### config.mk
export PLATFORM = sky130hd
export DESIGN_NAME = etfr_regs
export DESIGN_NICKNAME = d
export VERILOG_FILES = /design/src/hw/etfr_pkg.sv /design/src/hw/etfr_regs.sv /design/src/hw/etfr_span_timer.sv
export SDC_FILE = /design/constraint.sdc
export NUM_CORES = 1
export LEC_CHECK = 0
export ABC_AREA = 1
export CAP_MARGIN = 20
export CORE_MARGIN = 3
export CORE_UTILIZATION = 60
export CTS_BUF_LIST = sky130_fd_sc_hd__clkbuf_4
export DETAILED_ROUTE_END_ITERATION = 10
export DONT_BUFFER_PORTS = 1
export PLACE_DENSITY = 0.9
export SKIP_CTS_REPAIR_TIMING = 1
export SYNTH_ARGS = -nofsm -noshare
export SYNTH_HDL_FRONTEND = slang
export SYNTH_SLANG_ARGS = --single-unit
### constraint.sdc
create_clock -name clk_in -period 2.05 [get_ports clk_in]
set_input_delay 0.3075 -clock clk_in [delete_from_list [all_inputs] [get_ports clk_in]]
set_output_delay 0.3075 -clock clk_in [all_outputs]
set_load 0.02 [all_outputs]
### src/hw/etfr_pkg.sv
// Purpose: constants and carrier types for the echo timeout fault registers
// Assumes: 10 MHz clock, AXI4-Lite with 32-bit data, 8-bit address
// Notes:   byte address of a register is four times its index
package etfr_pkg;

  // ------------------------------------------------------------------
  // clock and sizes
  // ------------------------------------------------------------------
  localparam int unsigned CLK_HZ     = 10_000_000;
  localparam int unsigned ADDR_W     = 8;
  localparam int unsigned LEN_W      = 11;

  // ------------------------------------------------------------------
  // register indices, byte address is index times four
  // ------------------------------------------------------------------
  localparam logic [7:0] IDX_FAULT_FLAGS  = 8'h07;
  localparam logic [7:0] IDX_FLIGHT_WIN   = 8'h08;
  localparam logic [7:0] IDX_REF_CLOCK    = 8'h09;
  localparam logic [7:0] IDX_ECHO_CFG     = 8'h0A;
  localparam logic [7:0] IDX_IRQ_STATUS   = 8'h0B;
  localparam logic [7:0] IDX_IRQ_MASK     = 8'h0C;
  localparam logic [7:0] IDX_MEAS_STATUS  = 8'h0D;

  // ------------------------------------------------------------------
  // reset values
  // ------------------------------------------------------------------
  localparam logic [7:0] RST_FLIGHT_WIN   = 8'h19;
  localparam logic [7:0] RST_REF_CLOCK    = 8'h00;
  localparam logic [7:0] RST_ECHO_CFG     = 8'h17;
  localparam logic [7:0] RST_FAULT_FLAGS  = 8'h00;
  localparam logic [3:0] RST_IRQ          = 4'h0;

  // ------------------------------------------------------------------
  // field positions
  // ------------------------------------------------------------------
  localparam int unsigned BIT_OVERRANGE   = 0;
  localparam int unsigned BIT_NO_ECHO     = 1;
  localparam int unsigned BIT_WEAK        = 2;
  localparam int unsigned BIT_DONE        = 3;
  localparam int unsigned BIT_FORCE_SHORT = 6;
  localparam int unsigned BLANK_LSB       = 3;
  localparam int unsigned BIT_NO_TIMEOUT  = 2;
  localparam int unsigned LISTEN_LSB      = 0;
  localparam int unsigned BIT_HALVER      = 2;
  localparam int unsigned ZERO_LSB        = 0;
  localparam int unsigned THRESH_LSB      = 0;
  localparam int unsigned EXPECT_LSB      = 4;

  // ------------------------------------------------------------------
  // durations in base periods, shifted left by the field code, and the top qualify threshold
  // ------------------------------------------------------------------
  localparam logic [10:0] BLANK_BASE      = 11'h008;
  localparam logic [10:0] LISTEN_BASE     = 11'h080;
  localparam logic [10:0] ZERO_BASE       = 11'h040;
  localparam logic [2:0]  THRESH_TOP      = 3'h7;

  // ------------------------------------------------------------------
  // bus answers
  // ------------------------------------------------------------------
  localparam logic [1:0]  RESP_OKAY       = 2'h0;
  localparam logic [1:0]  RESP_SLVERR     = 2'h2;

  // ------------------------------------------------------------------
  // types
  // ------------------------------------------------------------------
  typedef enum logic [1:0] {
    ST_READY,
    ST_ZERO,
    ST_BLANK,
    ST_LISTEN
  } etfr_state_e;

  typedef struct packed {
    logic trigger;
    logic crossing;
    logic signal;
    logic overrange;
  } etfr_rx_s;

endpackage

### src/hw/etfr_regs.sv
// Purpose: fault flags, flight window and reference clock registers
// Assumes: clk_in is the reference clock, analog events arrive on pins
// Notes:   AXI4-Lite slave, 8-bit registers in the low byte lane
//
// Notes on behaviour
// - weak flag sets on timeout when a crossing or signal came but too few crossings
// - no-echo flag sets on timeout when nothing at all was received
// - writing one to no-echo aborts the measurement, back to ready
// - over-range flag sets only while qualify threshold is seven
// - writing one to over-range clears all flags, fault pin goes high unless a flag sets in that same cycle
// - force bit one adds the short flight blanking phase
// - blanking lasts eight base periods doubled per code step
// - echo wait bit zero enables the listen timeout, one disables it
// - listen window is 128, 256, 512 or 1024 base periods
// - halver bit selects base period of one or two clocks
`timescale 1ns/1ps
module etfr_regs (
  // clock and reset
  input  wire logic                         clk_in,
  input  wire logic                         rstn_in,
  // axi4-lite write
  input  wire logic [etfr_pkg::ADDR_W-1:0]  awaddr_in,
  input  wire logic                         awvalid_in,
  output logic                              awready_out,
  input  wire logic [31:0]                  wdata_in,
  input  wire logic [3:0]                   wstrb_in,
  input  wire logic                         wvalid_in,
  output logic                              wready_out,
  output logic [1:0]                        bresp_out,
  output logic                              bvalid_out,
  input  wire logic                         bready_in,
  // axi4-lite read
  input  wire logic [etfr_pkg::ADDR_W-1:0]  araddr_in,
  input  wire logic                         arvalid_in,
  output logic                              arready_out,
  output logic [31:0]                       rdata_out,
  output logic [1:0]                        rresp_out,
  output logic                              rvalid_out,
  input  wire logic                         rready_in,
  // receive path pins
  input  wire etfr_pkg::etfr_rx_s           rx_in,
  // status pins
  output logic                              fault_pin_n_out,
  output logic                              busy_out,
  output logic                              irq_out
);

  // ------------------------------------------------------------------
  // pin synchronisers, three stages, change counts when 2 and 3 agree
  // ------------------------------------------------------------------
  etfr_pkg::etfr_rx_s sync1, sync2, sync3, rx_stable, rx_prev;
  etfr_pkg::etfr_rx_s next_stable, rx_rise;

  always_comb begin
    next_stable = rx_stable;
    for (int i = 0; i < 4; i++) begin
      if (sync2[i] == sync3[i]) begin
        next_stable[i] = sync3[i];
      end
    end
    rx_rise = rx_stable & ~rx_prev;
  end

  always_ff @(posedge clk_in or negedge rstn_in) begin
    if (!rstn_in) begin
      sync1     <= '0;
      sync2     <= '0;
      sync3     <= '0;
      rx_stable <= '0;
      rx_prev   <= '0;
    end else begin
      sync1     <= rx_in;
      sync2     <= sync1;
      sync3     <= sync2;
      rx_stable <= next_stable;
      rx_prev   <= rx_stable;
    end
  end

  // ------------------------------------------------------------------
  // registers and bus slave state
  // ------------------------------------------------------------------
  logic [7:0]  flight_window_config, ref_clock_config, echo_config;
  logic [2:0]  fault_flags;
  logic [3:0]  irq_status, irq_mask;
  logic [7:0]  aw_idx, ar_idx;
  logic        aw_held, w_held;
  logic [31:0] w_data;
  logic [3:0]  w_strb;
  logic [7:0]  next_flight, next_refclk, next_echo;
  logic [3:0]  next_irq_mask;
  logic        wr_go, wr_lane0, wr_flags, rd_go, rd_hit;
  logic        next_aw_held, next_w_held, next_bvalid, next_rvalid;
  logic [7:0]  next_aw_idx;
  logic [31:0] next_w_data, next_rdata;
  logic [3:0]  next_w_strb;
  logic [1:0]  next_bresp, next_rresp;
  logic        wr_hit;

  // ------------------------------------------------------------------
  // measurement sequencer state
  // ------------------------------------------------------------------
  etfr_pkg::etfr_state_e state, next_state;
  logic        base_phase, next_phase, base_tick;
  logic [3:0]  crossings, next_crossings;
  logic        seen, next_seen;
  logic        tmr_load, tmr_done, abort;
  logic [10:0] tmr_len;
  logic        timeout_evt, done_evt, weak_evt, none_evt, over_evt;
  logic [2:0]  next_flags;
  logic [3:0]  next_irq_status, irq_events;

  // ------------------------------------------------------------------
  // axi4-lite slave, address and data may arrive in either order
  // ------------------------------------------------------------------
  always_comb begin
    wr_go        = aw_held && w_held && !bvalid_out;
    wr_lane0     = wr_go && w_strb[0];
    next_aw_held = aw_held;
    next_w_held  = w_held;
    next_aw_idx  = aw_idx;
    next_w_data  = w_data;
    next_w_strb  = w_strb;
    if (awvalid_in && !aw_held) begin
      next_aw_held = 1'b1;
      next_aw_idx  = {2'b00, awaddr_in[7:2]};
    end
    if (wvalid_in && !w_held) begin
      next_w_held = 1'b1;
      next_w_data = wdata_in;
      next_w_strb = wstrb_in;
    end
    if (wr_go) begin
      next_aw_held = 1'b0;
      next_w_held  = 1'b0;
    end
    wr_hit = (aw_idx >= etfr_pkg::IDX_FAULT_FLAGS) &&
             (aw_idx <= etfr_pkg::IDX_MEAS_STATUS);
    next_bvalid = bvalid_out;
    next_bresp  = bresp_out;
    if (wr_go) begin
      next_bvalid = 1'b1;
      next_bresp  = wr_hit ? etfr_pkg::RESP_OKAY : etfr_pkg::RESP_SLVERR;
    end else if (bready_in) begin
      next_bvalid = 1'b0;
    end
    wr_flags = wr_lane0 && (aw_idx == etfr_pkg::IDX_FAULT_FLAGS);
    // reserved bits of the config registers keep what software wrote
    next_flight   = flight_window_config;
    next_refclk   = ref_clock_config;
    next_echo     = echo_config;
    next_irq_mask = irq_mask;
    if (wr_lane0 && aw_idx == etfr_pkg::IDX_FLIGHT_WIN) begin
      next_flight = w_data[7:0];
    end else if (wr_lane0 && aw_idx == etfr_pkg::IDX_REF_CLOCK) begin
      next_refclk = w_data[7:0];
    end else if (wr_lane0 && aw_idx == etfr_pkg::IDX_ECHO_CFG) begin
      next_echo = w_data[7:0];
    end else if (wr_lane0 && aw_idx == etfr_pkg::IDX_IRQ_MASK) begin
      next_irq_mask = w_data[3:0];
    end
    rd_go  = arvalid_in && arready_out;
    ar_idx = {2'b00, araddr_in[7:2]};
    rd_hit = 1'b1;
    next_rdata = 32'h0000_0000;
    if (ar_idx == etfr_pkg::IDX_FAULT_FLAGS) begin
      next_rdata[2:0] = fault_flags;
    end else if (ar_idx == etfr_pkg::IDX_FLIGHT_WIN) begin
      next_rdata[7:0] = flight_window_config;
    end else if (ar_idx == etfr_pkg::IDX_REF_CLOCK) begin
      next_rdata[7:0] = ref_clock_config;
    end else if (ar_idx == etfr_pkg::IDX_ECHO_CFG) begin
      next_rdata[7:0] = echo_config;
    end else if (ar_idx == etfr_pkg::IDX_IRQ_STATUS) begin
      next_rdata[3:0] = irq_status;
    end else if (ar_idx == etfr_pkg::IDX_IRQ_MASK) begin
      next_rdata[3:0] = irq_mask;
    end else if (ar_idx == etfr_pkg::IDX_MEAS_STATUS) begin
      next_rdata[7:0] = {crossings, 2'b00, state};
    end else begin
      rd_hit = 1'b0;
    end
    next_rvalid = rvalid_out;
    next_rresp  = rresp_out;
    if (rd_go) begin
      next_rvalid = 1'b1;
      next_rresp  = rd_hit ? etfr_pkg::RESP_OKAY : etfr_pkg::RESP_SLVERR;
    end else if (rready_in) begin
      next_rvalid = 1'b0;
    end
    if (!rd_go) begin
      next_rdata = rdata_out;
    end
  end

  always_ff @(posedge clk_in or negedge rstn_in) begin
    if (!rstn_in) begin
      aw_held              <= 1'b0;
      w_held               <= 1'b0;
      aw_idx               <= 8'h00;
      w_data               <= 32'h0000_0000;
      w_strb               <= 4'h0;
      bvalid_out           <= 1'b0;
      bresp_out            <= etfr_pkg::RESP_OKAY;
      rvalid_out           <= 1'b0;
      rresp_out            <= etfr_pkg::RESP_OKAY;
      rdata_out            <= 32'h0000_0000;
      flight_window_config <= etfr_pkg::RST_FLIGHT_WIN;
      ref_clock_config     <= etfr_pkg::RST_REF_CLOCK;
      echo_config          <= etfr_pkg::RST_ECHO_CFG;
      irq_mask             <= etfr_pkg::RST_IRQ;
    end else begin
      aw_held              <= next_aw_held;
      w_held               <= next_w_held;
      aw_idx               <= next_aw_idx;
      w_data               <= next_w_data;
      w_strb               <= next_w_strb;
      bvalid_out           <= next_bvalid;
      bresp_out            <= next_bresp;
      rvalid_out           <= next_rvalid;
      rresp_out            <= next_rresp;
      rdata_out            <= next_rdata;
      flight_window_config <= next_flight;
      ref_clock_config     <= next_refclk;
      echo_config          <= next_echo;
      irq_mask             <= next_irq_mask;
    end
  end

  // a buffered request keeps ready low until the write completes
  assign awready_out = !aw_held;
  assign wready_out  = !w_held;
  assign arready_out = !rvalid_out;

  // ------------------------------------------------------------------
  // base period strobe and measurement sequencer
  // ------------------------------------------------------------------
  always_comb begin
    next_phase = 1'b0;
    if (ref_clock_config[etfr_pkg::BIT_HALVER]) begin
      next_phase = !base_phase;
    end
    base_tick = !ref_clock_config[etfr_pkg::BIT_HALVER] || base_phase;
    abort = wr_flags && w_data[etfr_pkg::BIT_NO_ECHO];
    next_state     = state;
    next_crossings = crossings;
    next_seen      = seen;
    tmr_load       = 1'b0;
    tmr_len        = etfr_pkg::ZERO_BASE;
    timeout_evt    = 1'b0;
    done_evt       = 1'b0;
    case (state)
      etfr_pkg::ST_READY: begin
        if (rx_rise.trigger) begin
          next_state = etfr_pkg::ST_ZERO;
          tmr_load   = 1'b1;
          tmr_len    = etfr_pkg::ZERO_BASE << ref_clock_config[1:0];
        end
      end
      etfr_pkg::ST_ZERO: begin
        if (tmr_done && flight_window_config[etfr_pkg::BIT_FORCE_SHORT]) begin
          next_state = etfr_pkg::ST_BLANK;
          tmr_load   = 1'b1;
          tmr_len    = etfr_pkg::BLANK_BASE << flight_window_config[5:3];
        end else if (tmr_done) begin
          next_state = etfr_pkg::ST_LISTEN;
          tmr_load   = 1'b1;
          tmr_len    = etfr_pkg::LISTEN_BASE << flight_window_config[1:0];
        end
      end
      etfr_pkg::ST_BLANK: begin
        if (tmr_done) begin
          next_state = etfr_pkg::ST_LISTEN;
          tmr_load   = 1'b1;
          tmr_len    = etfr_pkg::LISTEN_BASE << flight_window_config[1:0];
        end
      end
      etfr_pkg::ST_LISTEN: begin
        if (rx_rise.crossing) begin
          next_crossings = crossings + 4'h1;
        end
        if (rx_rise.crossing || rx_stable.signal) begin
          next_seen = 1'b1;
        end
        if (next_crossings >= echo_config[7:4]) begin
          next_state = etfr_pkg::ST_READY;
          done_evt   = 1'b1;
        end else if (tmr_done &&
                     !flight_window_config[etfr_pkg::BIT_NO_TIMEOUT]) begin
          next_state  = etfr_pkg::ST_READY;
          timeout_evt = 1'b1;
        end
      end
      default: next_state = etfr_pkg::ST_READY;
    endcase
    if (state != etfr_pkg::ST_LISTEN) begin
      next_crossings = 4'h0;
      next_seen      = 1'b0;
    end
    if (abort) begin
      next_state  = etfr_pkg::ST_READY;
      timeout_evt = 1'b0;
      done_evt    = 1'b0;
    end
  end

  etfr_span_timer etfr_span_timer_i (
    .clk_in   (clk_in),
    .rstn_in  (rstn_in),
    .tick_in  (base_tick),
    .load_in  (tmr_load),
    .abort_in (abort),
    .len_in   (tmr_len),
    .done_out (tmr_done)
  );

  // ------------------------------------------------------------------
  // fault flags and interrupts, a set in the clearing cycle wins
  // ------------------------------------------------------------------
  always_comb begin
    none_evt = timeout_evt && !seen && !rx_rise.crossing;
    weak_evt = timeout_evt && !none_evt;
    over_evt = (state == etfr_pkg::ST_LISTEN) && rx_stable.overrange &&
               (echo_config[2:0] == etfr_pkg::THRESH_TOP);
    next_flags = fault_flags;
    if (wr_flags && w_data[etfr_pkg::BIT_OVERRANGE]) begin
      next_flags = 3'h0;
    end else if (abort) begin
      next_flags[etfr_pkg::BIT_NO_ECHO] = 1'b0;
    end
    next_flags = next_flags | {weak_evt, none_evt, over_evt};
    irq_events = {done_evt, weak_evt, none_evt, over_evt};
    next_irq_status = irq_status;
    if (wr_lane0 && aw_idx == etfr_pkg::IDX_IRQ_STATUS) begin
      next_irq_status = irq_status & ~w_data[3:0];
    end
    next_irq_status = next_irq_status | irq_events;
  end

  always_ff @(posedge clk_in or negedge rstn_in) begin
    if (!rstn_in) begin
      state           <= etfr_pkg::ST_READY;
      base_phase      <= 1'b0;
      crossings       <= 4'h0;
      seen            <= 1'b0;
      fault_flags     <= etfr_pkg::RST_FAULT_FLAGS[2:0];
      irq_status      <= etfr_pkg::RST_IRQ;
      fault_pin_n_out <= 1'b1;
      busy_out        <= 1'b0;
      irq_out         <= 1'b0;
    end else begin
      state           <= next_state;
      base_phase      <= next_phase;
      crossings       <= next_crossings;
      seen            <= next_seen;
      fault_flags     <= next_flags;
      irq_status      <= next_irq_status;
      fault_pin_n_out <= ~|next_flags;
      busy_out        <= next_state != etfr_pkg::ST_READY;
      irq_out         <= |(next_irq_status & next_irq_mask);
    end
  end
endmodule

### src/hw/etfr_span_timer.sv
// Purpose: counts a loaded number of base periods and pulses at the end
// Assumes: tick_in is a one-cycle base period strobe
// Notes:   abort wins over load
`timescale 1ns/1ps
module etfr_span_timer (
  // clock and reset
  input  wire logic                          clk_in,
  input  wire logic                          rstn_in,
  // control
  input  wire logic                          tick_in,
  input  wire logic                          load_in,
  input  wire logic                          abort_in,
  input  wire logic [etfr_pkg::LEN_W-1:0]    len_in,
  // result
  output logic                               done_out
);

  logic [etfr_pkg::LEN_W-1:0] count;
  logic                       run;
  logic [etfr_pkg::LEN_W-1:0] next_count;
  logic                       next_run;
  logic                       next_done;

  always_comb begin
    next_count = count;
    next_run   = run;
    next_done  = 1'b0;
    if (abort_in) begin
      next_run = 1'b0;
    end else if (load_in) begin
      next_count = len_in;
      next_run   = 1'b1;
    end else if (run && tick_in) begin
      if (count == 11'h001) begin
        next_run  = 1'b0;
        next_done = 1'b1;
      end else begin
        next_count = count - 11'h001;
      end
    end
  end

  always_ff @(posedge clk_in or negedge rstn_in) begin
    if (!rstn_in) begin
      count    <= 11'h000;
      run      <= 1'b0;
      done_out <= 1'b0;
    end else begin
      count    <= next_count;
      run      <= next_run;
      done_out <= next_done;
    end
  end

endmodule

Word level (Yosys, flattened, before mapping) --
Cells that the tools add are included.
Storage, ports and cells: word-level logic and storage cells 219, bits in registers 110
Cells by class: equality and inequality tests 24, bitwise operators 10, multiplexer cells 77, reduce and logical (&&, ||, !) cells 54, $add $sub $neg 2, shift-type cells 3, $lt $le $gt $ge 3
Operators by type and width (count):
- $eq 6x4->1 const B | 11
- $mux 11 | 6
- $mux 4 | 13
- $mux 1 | 41
- $pmux 11 s3 | 1
- $mux 8 | 4
- $logic_and 1x1->1 | 23
- $mux 2 | 8
- $reduce_bool 2->1 | 8
- $and 4x4->4 | 3
- $eq 6x3->1 const B | 2
- $eq 11x1->1 const B | 1
- $logic_not 1->1 | 11
- $shl 4x3->11 const A | 1
- $shl 7x2->11 const A | 1
- $shl 8x2->11 const A | 1
- $sub 11x1->11 const B | 1
- $not 4->4 | 2
- $pmux 2 s4 | 1
- $ge 6x3->1 const B | 1
- $le 6x4->1 const B | 1
- $reduce_and 2->1 | 3
- $reduce_and 3->1 | 2
- $reduce_bool 3->1 | 2
- 18 further kinds | 25

Logic depth before layout (Yosys ltp) --
Gate-level depths: netlist of the first run.
depth in word-level cells 15, depth in mapped cells 17

Modules after synthesis --
Synthesis of the first run repeated with hierarchy kept, for this count alone.
Unflattened totals: cells, all modules 669, area, all modules 5396.4 µm²
Modules (own cells, without submodules):
- etfr_regs | instances 1, cells an instance 526, area each 4473.0 µm², sequential area each 2337.2 µm²
- etfr_span_timer | instances 1, cells an instance 143, area each 923.4 µm², sequential area each 325.3 µm²

Worst setup path after synthesis of the first run --
No wires, ideal clock.
kind reg2reg, start register rx_stable[2] in the netlist's numbering, end register irq_out, required time 1982 ps, setup slack -150 ps, cell stages (with the launch flop) 15, arrival 2132 ps, cell sequence dfrtp_1 inv_1 nor2_1 inv_1 nor4_1 xor2_1 inv_1 ha_1 a21oi_1 nand3_1 nor2_1 nand4_1 nand2_1 nand2_1 nand3_1
Between the ends: elaborated cells on any way between the ends 18
RTL lines:
- start, declared | RTL line etfr_regs.sv:51 | etfr_pkg::etfr_rx_s sync1, sync2, sync3, rx_stable, rx_prev;
- start signal, assigned | RTL line etfr_regs.sv:75 | rx_stable <= next_stable;
- $and 4x4->4 * | RTL line etfr_regs.sv:61 | rx_rise = rx_stable & ~rx_prev;
- $mux 4 | RTL line etfr_regs.sv:279 | if (rx_rise.crossing) begin
- $mux 4 | RTL line etfr_regs.sv:252 | case (state)
- $ge 4x4->1 | RTL line etfr_regs.sv:285 | if (next_crossings >= echo_config[7:4]) begin
- $mux 1 | RTL line etfr_regs.sv:285
- $mux 1 | RTL line etfr_regs.sv:252
- $mux 1 | RTL line etfr_regs.sv:300 | if (abort) begin
- $logic_and 1x1->1 | RTL line etfr_regs.sv:321 | none_evt = timeout_evt && !seen && !rx_rise.crossing;
- $logic_and 1x1->1 * | RTL line etfr_regs.sv:321
- $or 4x4->4 * | RTL line etfr_regs.sv:337 | next_irq_status = next_irq_status | irq_events;
- net next_irq_status[1] | RTL line etfr_regs.sv:111 | logic [3:0] next_irq_status, irq_events;
- $and 4x4->4 * | RTL line etfr_regs.sv:360 | irq_out <= |(next_irq_status & next_irq_mask);
- $reduce_or 4->1 * | RTL line etfr_regs.sv:360
- end signal, assigned | RTL line etfr_regs.sv:360
- end, declared | RTL line etfr_regs.sv:45 | output logic irq_out
Mark *: on every way through the listed nets, which the timed path passes. The rest lies on a longest branch. The select of a mux whose other input is x is not followed. A chain may end at the register's enable or synchronous reset.

Worst setup path after layout of the first run --
start register rx_prev[2] in the netlist's numbering, end register irq_out
Between the ends: cells in the longest elaborated chain, start to end 15, elaborated cells on any way between the ends 19
RTL lines:
- start, declared | RTL line etfr_regs.sv:51
- start signal, assigned | RTL line etfr_regs.sv:76 | rx_prev <= rx_stable;
- $not 4->4 * | RTL line etfr_regs.sv:61
- $and 4x4->4 * | RTL line etfr_regs.sv:61
- $mux 4 | RTL line etfr_regs.sv:279
- $mux 4 | RTL line etfr_regs.sv:252
- $ge 4x4->1 | RTL line etfr_regs.sv:285
- $mux 1 | RTL line etfr_regs.sv:285
- $mux 1 | RTL line etfr_regs.sv:252
- $mux 1 | RTL line etfr_regs.sv:300
- $logic_and 1x1->1 (2 in series) | RTL line etfr_regs.sv:321
- $logic_not 1->1 | RTL line etfr_regs.sv:322 | weak_evt = timeout_evt && !none_evt;
- $logic_and 1x1->1 * | RTL line etfr_regs.sv:322
- $or 4x4->4 * | RTL line etfr_regs.sv:337
- net next_irq_status[2] | RTL line etfr_regs.sv:111
- $and 4x4->4 * | RTL line etfr_regs.sv:360
- $reduce_or 4->1 * | RTL line etfr_regs.sv:360
Marked as above.

==> impl_metrics.tcl, run 1 <==
set metrics [dict create \
    run_status "finished with violations" \
    violations "negative hold slack, negative setup slack" \
    grt_setup_unrepaired "yes" \
    power.density_mw_per_mm2 1110 \
    ys_warn_count 0 \
    endpoint_kind "flop" \
    rr_worst_depth 13 \
    drt_iter0_drc 374 \
    rrSetupSlack_ns -0.24 \
    fin_worst_skew_ns 0.0210 \
    grt_pass1_vias 4043 \
    drive_gt1_share_pct 12.5 \
    drt_first_pass_iters 5 \
    final-setup-viol-count 9 \
    yosys.area_share.xor_xnor_pct 1.00 \
    fin_total_pwr_mw 6.34 \
    power.leakage_nw 2.82 \
    cap_violations 0 \
    grt_overflow 0 \
    clk_pin_slew_ns 0.17 \
    io_pins 107 \
    dieArea_mm2 0.00988 \
    via_per_inst 5.63 \
    ys_ff_latch 106 \
    tightestPinTransition_ns 0.566 \
    period_needed_ns 2.29 \
    slew_headroom_pct 62.2 \
    die_x_um 99.4 \
    muxShareOfSynthArea_pct 0.646 \
    synth_compound_area_share_pct 9.47 \
    tns_ns -1.35 \
    drtAntennaViolNets 0 \
    wire_per_inst_um 15.6 \
    initial_core_util_pct 62.7 \
    yosysUniqueCellTypes 36 \
    rr_startpoint "rx_prev[2]$_DFF_PN0_" \
    synth-edff-count 0 \
    core_mm2 0.00834 \
    synth_top_family_by_area "simple AND/OR/NAND/NOR gates" \
    hold_slack_ns -0.498 \
    r2r_end "irq_out$_DFF_PN0_" \
    fmax_ghz 0.436 \
    arrival_ns 2.70 \
    syn-cell-area_mm2 0.00523 \
    antenna_found_initial 0 \
    grt_pass1_wl_um 19000 \
    hold_class "primary input to asynchronous set/reset pin" \
    clockBufferDepth 2 \
    synth_top_area_share_pct 46.9 \
    async_flop_share_pct 100 \
    rows 33 \
    die_y_um 99.4 \
    place_hpwl_um 8700 \
    routed_wl_um 12000 \
    syn_inst 629 \
    place_congestion 0.923 \
    final_cell_mix "138 x nand2_1, 98 x dfrtp_1, 68 x nor2_1" \
    drc 0 \
    drv_slew 0 \
    diodes 0 \
    cp_max_fo 3 \
    via_count 4338 \
    cp-start-kind "flop" \
    final_common_cell "nand2_1" \
    path_class "flop to flop" \
    synth_top_area_cell "dfrtp_1" \
    numCtsBuffers 9 \
    netlist_top_cells_area "dfrtp_1 47%, nand2_1 10%, inv_1 5.1%" \
    vdd_drop_max_mv 0.834 \
    layout_setup_ws_ns -0.242 \
    avgSynthCellArea_um2 8.32 \
    timing.final.crit_share_pct 112 \
    root_buffer "clkbuf_4" \
    synth-simple-area-share_pct 24.8 \
    critPathRequiredTime_ns 2.46 \
    tritoncts "yes" \
    synth-adder-area-share_pct 2.44 \
    grt_max_degree 107 \
    grt_usage_pct 24.2 \
    ys.flop_type "dfrtp_1" \
    clk_latency_ns 0.47 \
    htreeDepth 3 \
    final_nets 730 \
    clock-sinks 106 \
    finalHoldViolCount 108 \
    area_delta_synth_final_pct 8.94 \
    yosysSeqAreaShare_pct 50.9 \
    portBuffers 0 \
]
[worst max-delay path, cell delays in order, from the launching register on]
cell and delay, ns:
dfrtp_1 0.43, nor2_4 0.13, inv_2 0.07, nor4_4 0.14
xor2_1 0.23, inv_1 0.11, ha_4 0.25, a21oi_2 0.15
nand3_2 0.15, nor2_2 0.13, nand4_1 0.16, nand2_1 0.14
nand2_1 0.06, nand3_1 0.08
[registers in the layout, indices dropped and copies added, names as in the netlist, 6 cells and up]
signal / cells
rdata_out: 8
ref_clock_config: 8
flight_window_config: 8
w_data: 8
etfr_span_timer_i.count: 11
echo_config: 8
aw_idx: 6
[per-layer routing]
| metal | global-route usage [%] | vias up | part of all wire, % |
|---|---|---|---|
| met5 | 0 | - | 0 |
| met4 | 10.7 | 0 | 2.5 |
| met3 | 5.68 | 28 | 7.5 |
| met2 | 37.3 | 218 | 47 |
| met1 | 32.9 | 2058 | 43 |
| li1 | - | 2034 | - |
[per-stage QoR]
stage | instances | util [%] | cell area [um2] | setup slack [ns]
2_1_floorplan | 654 | - | 5340 | 0.0154
5_1_grt | 770 | 68.3 | 5700 | -0.383
3_3_place_gp | 733 | 63.3 | 5280 | -0.129
6_report | 770 | 68.3 | 5700 | -0.242
4_1_cts | 749 | 65.2 | 5440 | -0.363
3_5_place_dp | 733 | 63.3 | 5280 | -0.286
[where the power goes]
| group | switching (mW) | internal [mW] |
|---|---|---|
| clock | 0.762 | 0.408 |
| combinational | 1.37 | 0.671 |
| sequential | 0.485 | 2.64 |
| total | 2.62 | 3.72 |
[Yosys cell counts, types with 5 or more instances]
cell type / instances
nor3_1: 16
nand3_1: 29
ha_1: 7
buf_4: 26
a21oi_1: 31
nor2_1: 71
nand4_1: 13
nand2_1: 142
o21ai_0: 25
o21ai_1: 26
nor2_2: 5
dfstp_2: 8
dfrtp_1: 98
o22ai_1: 8
xor2_1: 5
inv_2: 6
inv_1: 71
[cell families (layout without fill, tap and decap cells)]
family | Yosys count | count (layout)
AO/OA/AOI/OAI | 95 | 95
XOR/XNOR | 6 | 6
adder cells (fa/ha/maj) | 11 | 11
buffers and inverters | 114 | 125
flip-flops | 106 | 106
multiplexers | 3 | 3
other | 1 | 26
AND/OR/NAND/NOR | 293 | 293
[cell type report]
cell class	instances	area, um2
clock buffer	9	67.6
sequential	106	2660
clock inverter	7	93.8
inverter	79	299
timing repair buffer	30	268
multi-input combinational	434	2180
fill	640	2640
tap	105	131
[worst max-delay path by stage]
| stage | depth (start not counted) | slack [ns] | to | from |
|---|---|---|---|---|
| 2_1_floorplan | 13 | 0.02 | irq_out$_DFF_PN0_ | rx_prev[2]$_DFF_PN0_ |
| 3_3_place_gp | 13 | -0.13 | irq_out$_DFF_PN0_ | rx_prev[2]$_DFF_PN0_ |
| 3_5_place_dp | 13 | -0.29 | irq_out$_DFF_PN0_ | rx_prev[2]$_DFF_PN0_ |
| 4_1_cts | 13 | -0.36 | irq_out$_DFF_PN0_ | rx_prev[2]$_DFF_PN0_ |
| 5_1_grt | 13 | -0.38 | irq_out$_DFF_PN0_ | rx_prev[2]$_DFF_PN0_ |
| 6_report | 13 | -0.24 | irq_out$_DFF_PN0_ | rx_prev[2]$_DFF_PN0_ |
No activity file was read; power rests on OpenSTA's default activity.
==> inputs of run 2 (changes only) <==
Settings changed: BUFFER_PORTS_ARGS set to -buffer_cell sky130_fd_sc_hd__buf_4, CORE_UTILIZATION 60 to 51, DONT_BUFFER_PORTS 1 to unset, PLACE_DENSITY 0.9 to 0.89.
==> run 2 against run 1 <==
  * Final cell count rose by 9.1%
  * Setup slack got worse by 0.16 ns
  * Global-route usage fell by 3.1 points
  * Cell area rose by 5.8%
  * Die area rose by 17%
  * Highest routed layer unchanged
  * Power rose by 0.94%
  * Critical path depth rose by 3
  * First-iteration DRC count rose by 0.53%
  * The run ends with negative setup slack left
==> impl_metrics.tcl, run 2 (same netlist as run 1, synthesis figures left out) <==
set metrics [dict create \
    fillers 802 \
    clockBufferDepth 2 \
    drt_iter0_drc 376 \
    dieArea_mm2 0.0115 \
    drt_first_pass_iters 5 \
    hold_class "primary input to flop" \
    die_y_um 107 \
    via_per_inst 5.23 \
    cp_max_fo 3 \
    design_area_mm2 0.00603 \
    top_register "etfr_span_timer_i.count" \
    drv_slew 0 \
    htreeDepth 3 \
    path_class "flop to flop" \
    grt_usage_pct 21.1 \
    postPlaceCellArea_mm2 0.00572 \
    portBuffers 49 \
    multi_input_area_mm2 0.00218 \
    grt_max_degree 41 \
    vdd_drop_max_mv 0.849 \
    final-setup-viol-count 10 \
    min_to "rvalid_out$_DFFE_PN0P_" \
    arrival_ns 2.82 \
    layout_setup_ws_ns -0.403 \
    initial_core_util_pct 53.0 \
    antenna_found_initial 0 \
    wire_per_inst_um 14.2 \
    final_cell_mix "140 x nand2_1, 98 x dfrtp_1, 68 x inv_1, 68 x nor2_1, 64 x buf_4" \
    area_delta_synth_final_pct 15.2 \
    numCtsBuffers 9 \
    tns_ns -2.81 \
    drtAntennaViolNets 0 \
    rrSetupSlack_ns -0.40 \
    violations "negative setup slack" \
    grt_setup_unrepaired "yes" \
    place_ws_ns -0.250 \
    period_needed_ns 2.45 \
    drc 0 \
    critPathRequiredTime_ns 2.42 \
    largest_reg_flops 11 \
    place_congestion 0.969 \
    final_common_cell "nand2_1" \
    routed_wl_um 11900 \
    fin_worst_skew_ns 0.0236 \
    clock-sinks 106 \
    fin_total_pwr_mw 6.40 \
    rr_startpoint "rx_stable[2]$_DFFE_PN0N_" \
    tritoncts "yes" \
    core_mm2 0.00986 \
    fmax_ghz 0.408 \
    power.leakage_nw 3.03 \
    cap_violations 0 \
    rows 36 \
    grt_overflow 0 \
    dp.cells 814 \
    hold_depth 2 \
    drive_gt1_share_pct 18.6 \
    rr_worst_depth 16 \
    clk_pin_slew_ns 0.18 \
    slew_headroom_pct 62.0 \
    tightestPinTransition_ns 0.568 \
    root_buffer "clkbuf_4" \
    via_count 4397 \
    power.density_mw_per_mm2 1060 \
    min_from "rready_in" \
    die_x_um 107 \
    r2r_end "irq_out$_DFF_PN0_" \
    finalHoldViolCount 0 \
    timing.final.crit_share_pct 120 \
    grt_pass1_vias 4054 \
    seq_area_mm2 0.00266 \
    grt_pass1_wl_um 19400 \
    run_status "finished with violations" \
    cp-start-kind "flop" \
    place_hpwl_um 8870 \
    endpoint_kind "flop" \
    final_nets 771 \
    clk_latency_ns 0.44 \
    final_cells 840 \
    io_pins 107 \
]
## run 2: cell count changes in the layout (fill, tap and decap cells not counted), moves of 2 or more
cell	delta
nand3_2	-3
clkinv_2	+2
nand2_1	+2
nand3_1	+2
nand2_2	-2
buf_4	+51
dlygate4sd3_1	-11
## run 2: report_power, final
part	leakage [nW]	total, mW	internal, mW	switching (mW)
logic	1.63	2.22	0.756	1.46
clock network	0.0854	1.12	0.397	0.722
registers	1.32	3.06	2.64	0.421
total	3.03	6.40	3.79	2.60
## run 2: metal layers
metal / global-route usage (%) / part of all wire, % / up-vias
met3: 2.94 / 7.0 / 25
met4: 5.75 / 1.7 / 0
li1: - / - / 2113
met2: 34.3 / 47 / 204
met5: 0 / 0 / -
met1: 30.0 / 45 / 2055
## run 2: worst max-delay path: stages, from the launching register on
cell and delay, ns:
dfrtp_1 0.40, inv_2 0.05, nor2_4 0.11, inv_2 0.06, nor4_4 0.27, xor2_1 0.26, inv_1 0.14, ha_4 0.29
nand2_2 0.06, inv_2 0.03, nand2_2 0.06, nand3_4 0.11, nor2_4 0.13, nand4_1 0.13, nand2_1 0.14, nand2_1 0.06
nand3_1 0.08
## run 2: cell type report
cell class	count	share of cell area, %
inverters	79	5.00
clock buffers	9	1.12
clock inverters	7	1.41
well taps	133	2.76
flip-flops and latches	106	44.2
repair buffers	71	9.30
multi-input cells	434	36.2
diodes	1	0.0415
## run 2: worst max path at each step
stage | start | to | cells after the start
after global routing | rx_stable[2]$_DFFE_PN0N_ | irq_out$_DFF_PN0_ | 16
after global placement | rx_prev[2]$_DFF_PN0_ | irq_out$_DFF_PN0_ | 13
final | rx_stable[2]$_DFFE_PN0N_ | irq_out$_DFF_PN0_ | 16
after floorplan | rx_prev[2]$_DFF_PN0_ | irq_out$_DFF_PN0_ | 13
after detailed placement | rx_prev[2]$_DFF_PN0_ | irq_out$_DFF_PN0_ | 13
after CTS | rx_prev[2]$_DFF_PN0_ | irq_out$_DFF_PN0_ | 13
## run 2: per-stage QoR
step	util [%]	hold WS, ns
final	61.1	0.0774
after global routing	61.1	0.0551
after CTS	59.6	-0.200
after detailed placement	58.0	0.297
after global placement	58.0	0.294
after floorplan	-	0.0119
==> inputs of run 3 (changes only) <==
Settings changed: BUFFER_PORTS_ARGS -buffer_cell sky130_fd_sc_hd__buf_4 to -buffer_cell sky130_fd_sc_hd__buf_2, SKIP_LAST_GASP set to 1.
==> run 3 against run 2 <==
  * Die area did not move
  * Clock power barely moved
  * The run still ends with negative setup slack left
  * Critical path depth did not move
  * Combinational power barely moved
  * First-iteration DRC count fell by 8.5%
  * Cell area fell by 1.5%
  * Flip-flop and latch count did not move
  * Via count rose by 0.80%
==> impl_metrics.tcl, run 3 (same netlist as run 1, synthesis figures left out) <==
set metrics [dict create \
    top_register "etfr_span_timer_i.count" \
    drt_iter0_drc 344 \
    vdd_drop_max_mv 0.941 \
    violations "negative setup slack" \
    arrival_ns 2.74 \
    rr_startpoint "rx_stable[2]$_DFFE_PN0N_" \
    cp-start-kind "flop" \
    via_count 4432 \
    numCtsBuffers 9 \
    clock-sinks 106 \
    final_cell_mix "136 x nand2_1, 98 x dfrtp_1, 68 x inv_1" \
    root_buffer "clkbuf_4" \
    die_y_um 107 \
    min_from "awaddr_in[6]" \
    fin_worst_skew_ns 0.0282 \
    portBuffers 49 \
    via_per_inst 5.27 \
    grt_pass1_vias 4133 \
    min_to "aw_idx[4]$_DFFE_PN0P_" \
    drtAntennaViolNets 0 \
    drv_slew 0 \
    clk_latency_ns 0.48 \
    finalHoldViolCount 0 \
    slowest_stage "dfrtp_1" \
    antenna_found_initial 0 \
    hold_depth 2 \
    routed_wl_um 12100 \
    final_nets 773 \
    fmax_ghz 0.429 \
    diodes 0 \
    run_status "finished with violations" \
    tritoncts "yes" \
    crit_chain "inv_2 -> nor2_4 -> inv_2 -> nor4_4 -> xor2_1 -> inv_1 -> ha_4 -> nand2_2 -> inv_2 -> nand2_2 -> nand3_4 -> nor2_2 -> nand3_2 -> nand2_2 -> nor2_2 -> o21ai_1" \
    clk_pin_slew_ns 0.18 \
    clockBufferDepth 2 \
    drive_gt1_share_pct 19.6 \
    final-setup-viol-count 9 \
    slew_headroom_pct 61.1 \
    rrSetupSlack_ns -0.28 \
    io_pins 107 \
    initial_core_util_pct 53.0 \
    critPathMaxStageDelay_ns 0.42 \
    final_common_cell "nand2_1" \
    cap_violations 0 \
    tightestPinTransition_ns 0.582 \
    largest_reg_flops 11 \
    timing.final.crit_share_pct 114 \
    layout_setup_ws_ns -0.278 \
    endpoint_kind "flop" \
    area_delta_synth_final_pct 13.6 \
    place_congestion 0.915 \
    drt_first_pass_iters 5 \
    grt_pass1_wl_um 19700 \
    cp_max_fo 3 \
    power.leakage_nw 3.01 \
    grt_max_degree 66 \
    core_mm2 0.00986 \
    power.density_mw_per_mm2 1080 \
    r2r_end "busy_out$_DFF_PN0_" \
    hold_class "primary input to flop" \
    design_area_mm2 0.00594 \
    rr_worst_depth 16 \
    drc 0 \
    htreeDepth 3 \
    rows 36 \
    postPlaceCellArea_mm2 0.00561 \
    die_x_um 107 \
    place_hpwl_um 8780 \
    critPathRequiredTime_ns 2.46 \
    wire_per_inst_um 14.4 \
    tns_ns -1.66 \
    grt_overflow 0 \
    period_needed_ns 2.33 \
    dieArea_mm2 0.0115 \
    grt_usage_pct 21.7 \
    grt_setup_unrepaired "yes" \
    path_class "flop to flop" \
    place_ws_ns -0.213 \
]
run 3: cell count changes in the layout (fill, tap and decap cells not counted), moves of 2 or more:
cell / previous run / this run
buf_2: 0 / 48
buf_4: 64 / 17
nand2_1: 140 / 136
nand2_2: 6 / 10
inv_6: 2 / 0
nand3_1: 27 / 25
nand3_2: 5 / 7
nor2_1: 68 / 66
nor2_2: 6 / 8
run 3: report_power, final:
group          total [mW]  internal, mW  switching, mW
registers            3.06          2.64          0.424
clock network        1.15         0.397          0.749
logic                2.19         0.730           1.46
run 3: routing by layer:
layer	GRT usage [%]	part of all wire [%]	up-vias
li1	-	-	2124
met1	30.3	45	2067
met2	34.5	45	215
met3	3.66	7.6	26
met4	7.76	2.5	0
met5	0	0	-
run 3: critical path, delay by kind of cell (launching register included):
kind | cells | cell delay (ns)
AO/OA/AOI/OAI | 1 | 0.13
adder cells (fa/ha/maj) | 1 | 0.27
flip-flops | 1 | 0.42
XOR/XNOR | 1 | 0.21
buffers and inverters | 4 | 0.26
AND/OR/NAND/NOR | 9 | 0.99
run 3: layout make-up:
| class | instances | area [um2] |
|---|---|---|
| Fill cell | 841 | 3920 |
| Sequential cell | 106 | 2660 |
| Multi-Input combinational cell | 434 | 2200 |
| Timing Repair Buffer | 73 | 458 |
| Inverter | 79 | 299 |
| Tap cell | 133 | 166 |
| Clock inverter | 7 | 87.6 |
| Clock buffer | 9 | 67.6 |
run 3: worst max path at each step:
stage                          to                      from  cells after the start
3_5_place_dp    irq_out$_DFF_PN0_  rx_stable[2]$_DFFE_PN0N_                     16
4_1_cts         irq_out$_DFF_PN0_  rx_stable[2]$_DFFE_PN0N_                     16
3_3_place_gp    irq_out$_DFF_PN0_      rx_prev[2]$_DFF_PN0_                     13
6_report       busy_out$_DFF_PN0_  rx_stable[2]$_DFFE_PN0N_                     16
2_1_floorplan   irq_out$_DFF_PN0_      rx_prev[2]$_DFF_PN0_                     13
5_1_grt        busy_out$_DFF_PN0_  rx_stable[2]$_DFFE_PN0N_                     16
run 3: stage by stage:
| stage | util (%) | power [mW] | instances | hold WS [ns] |
|---|---|---|---|---|
| 4_1_cts | 58.5 | 6.29 | 831 | -0.338 |
| 6_report | 60.2 | 6.40 | 841 | 0.0407 |
| 2_1_floorplan | - | 4.59 | 654 | 0.0119 |
| 5_1_grt | 60.2 | 6.91 | 841 | 0.0162 |
| 3_3_place_gp | 56.9 | 5.01 | 815 | 0.200 |
| 3_5_place_dp | 56.9 | 5.13 | 815 | 0.202 |
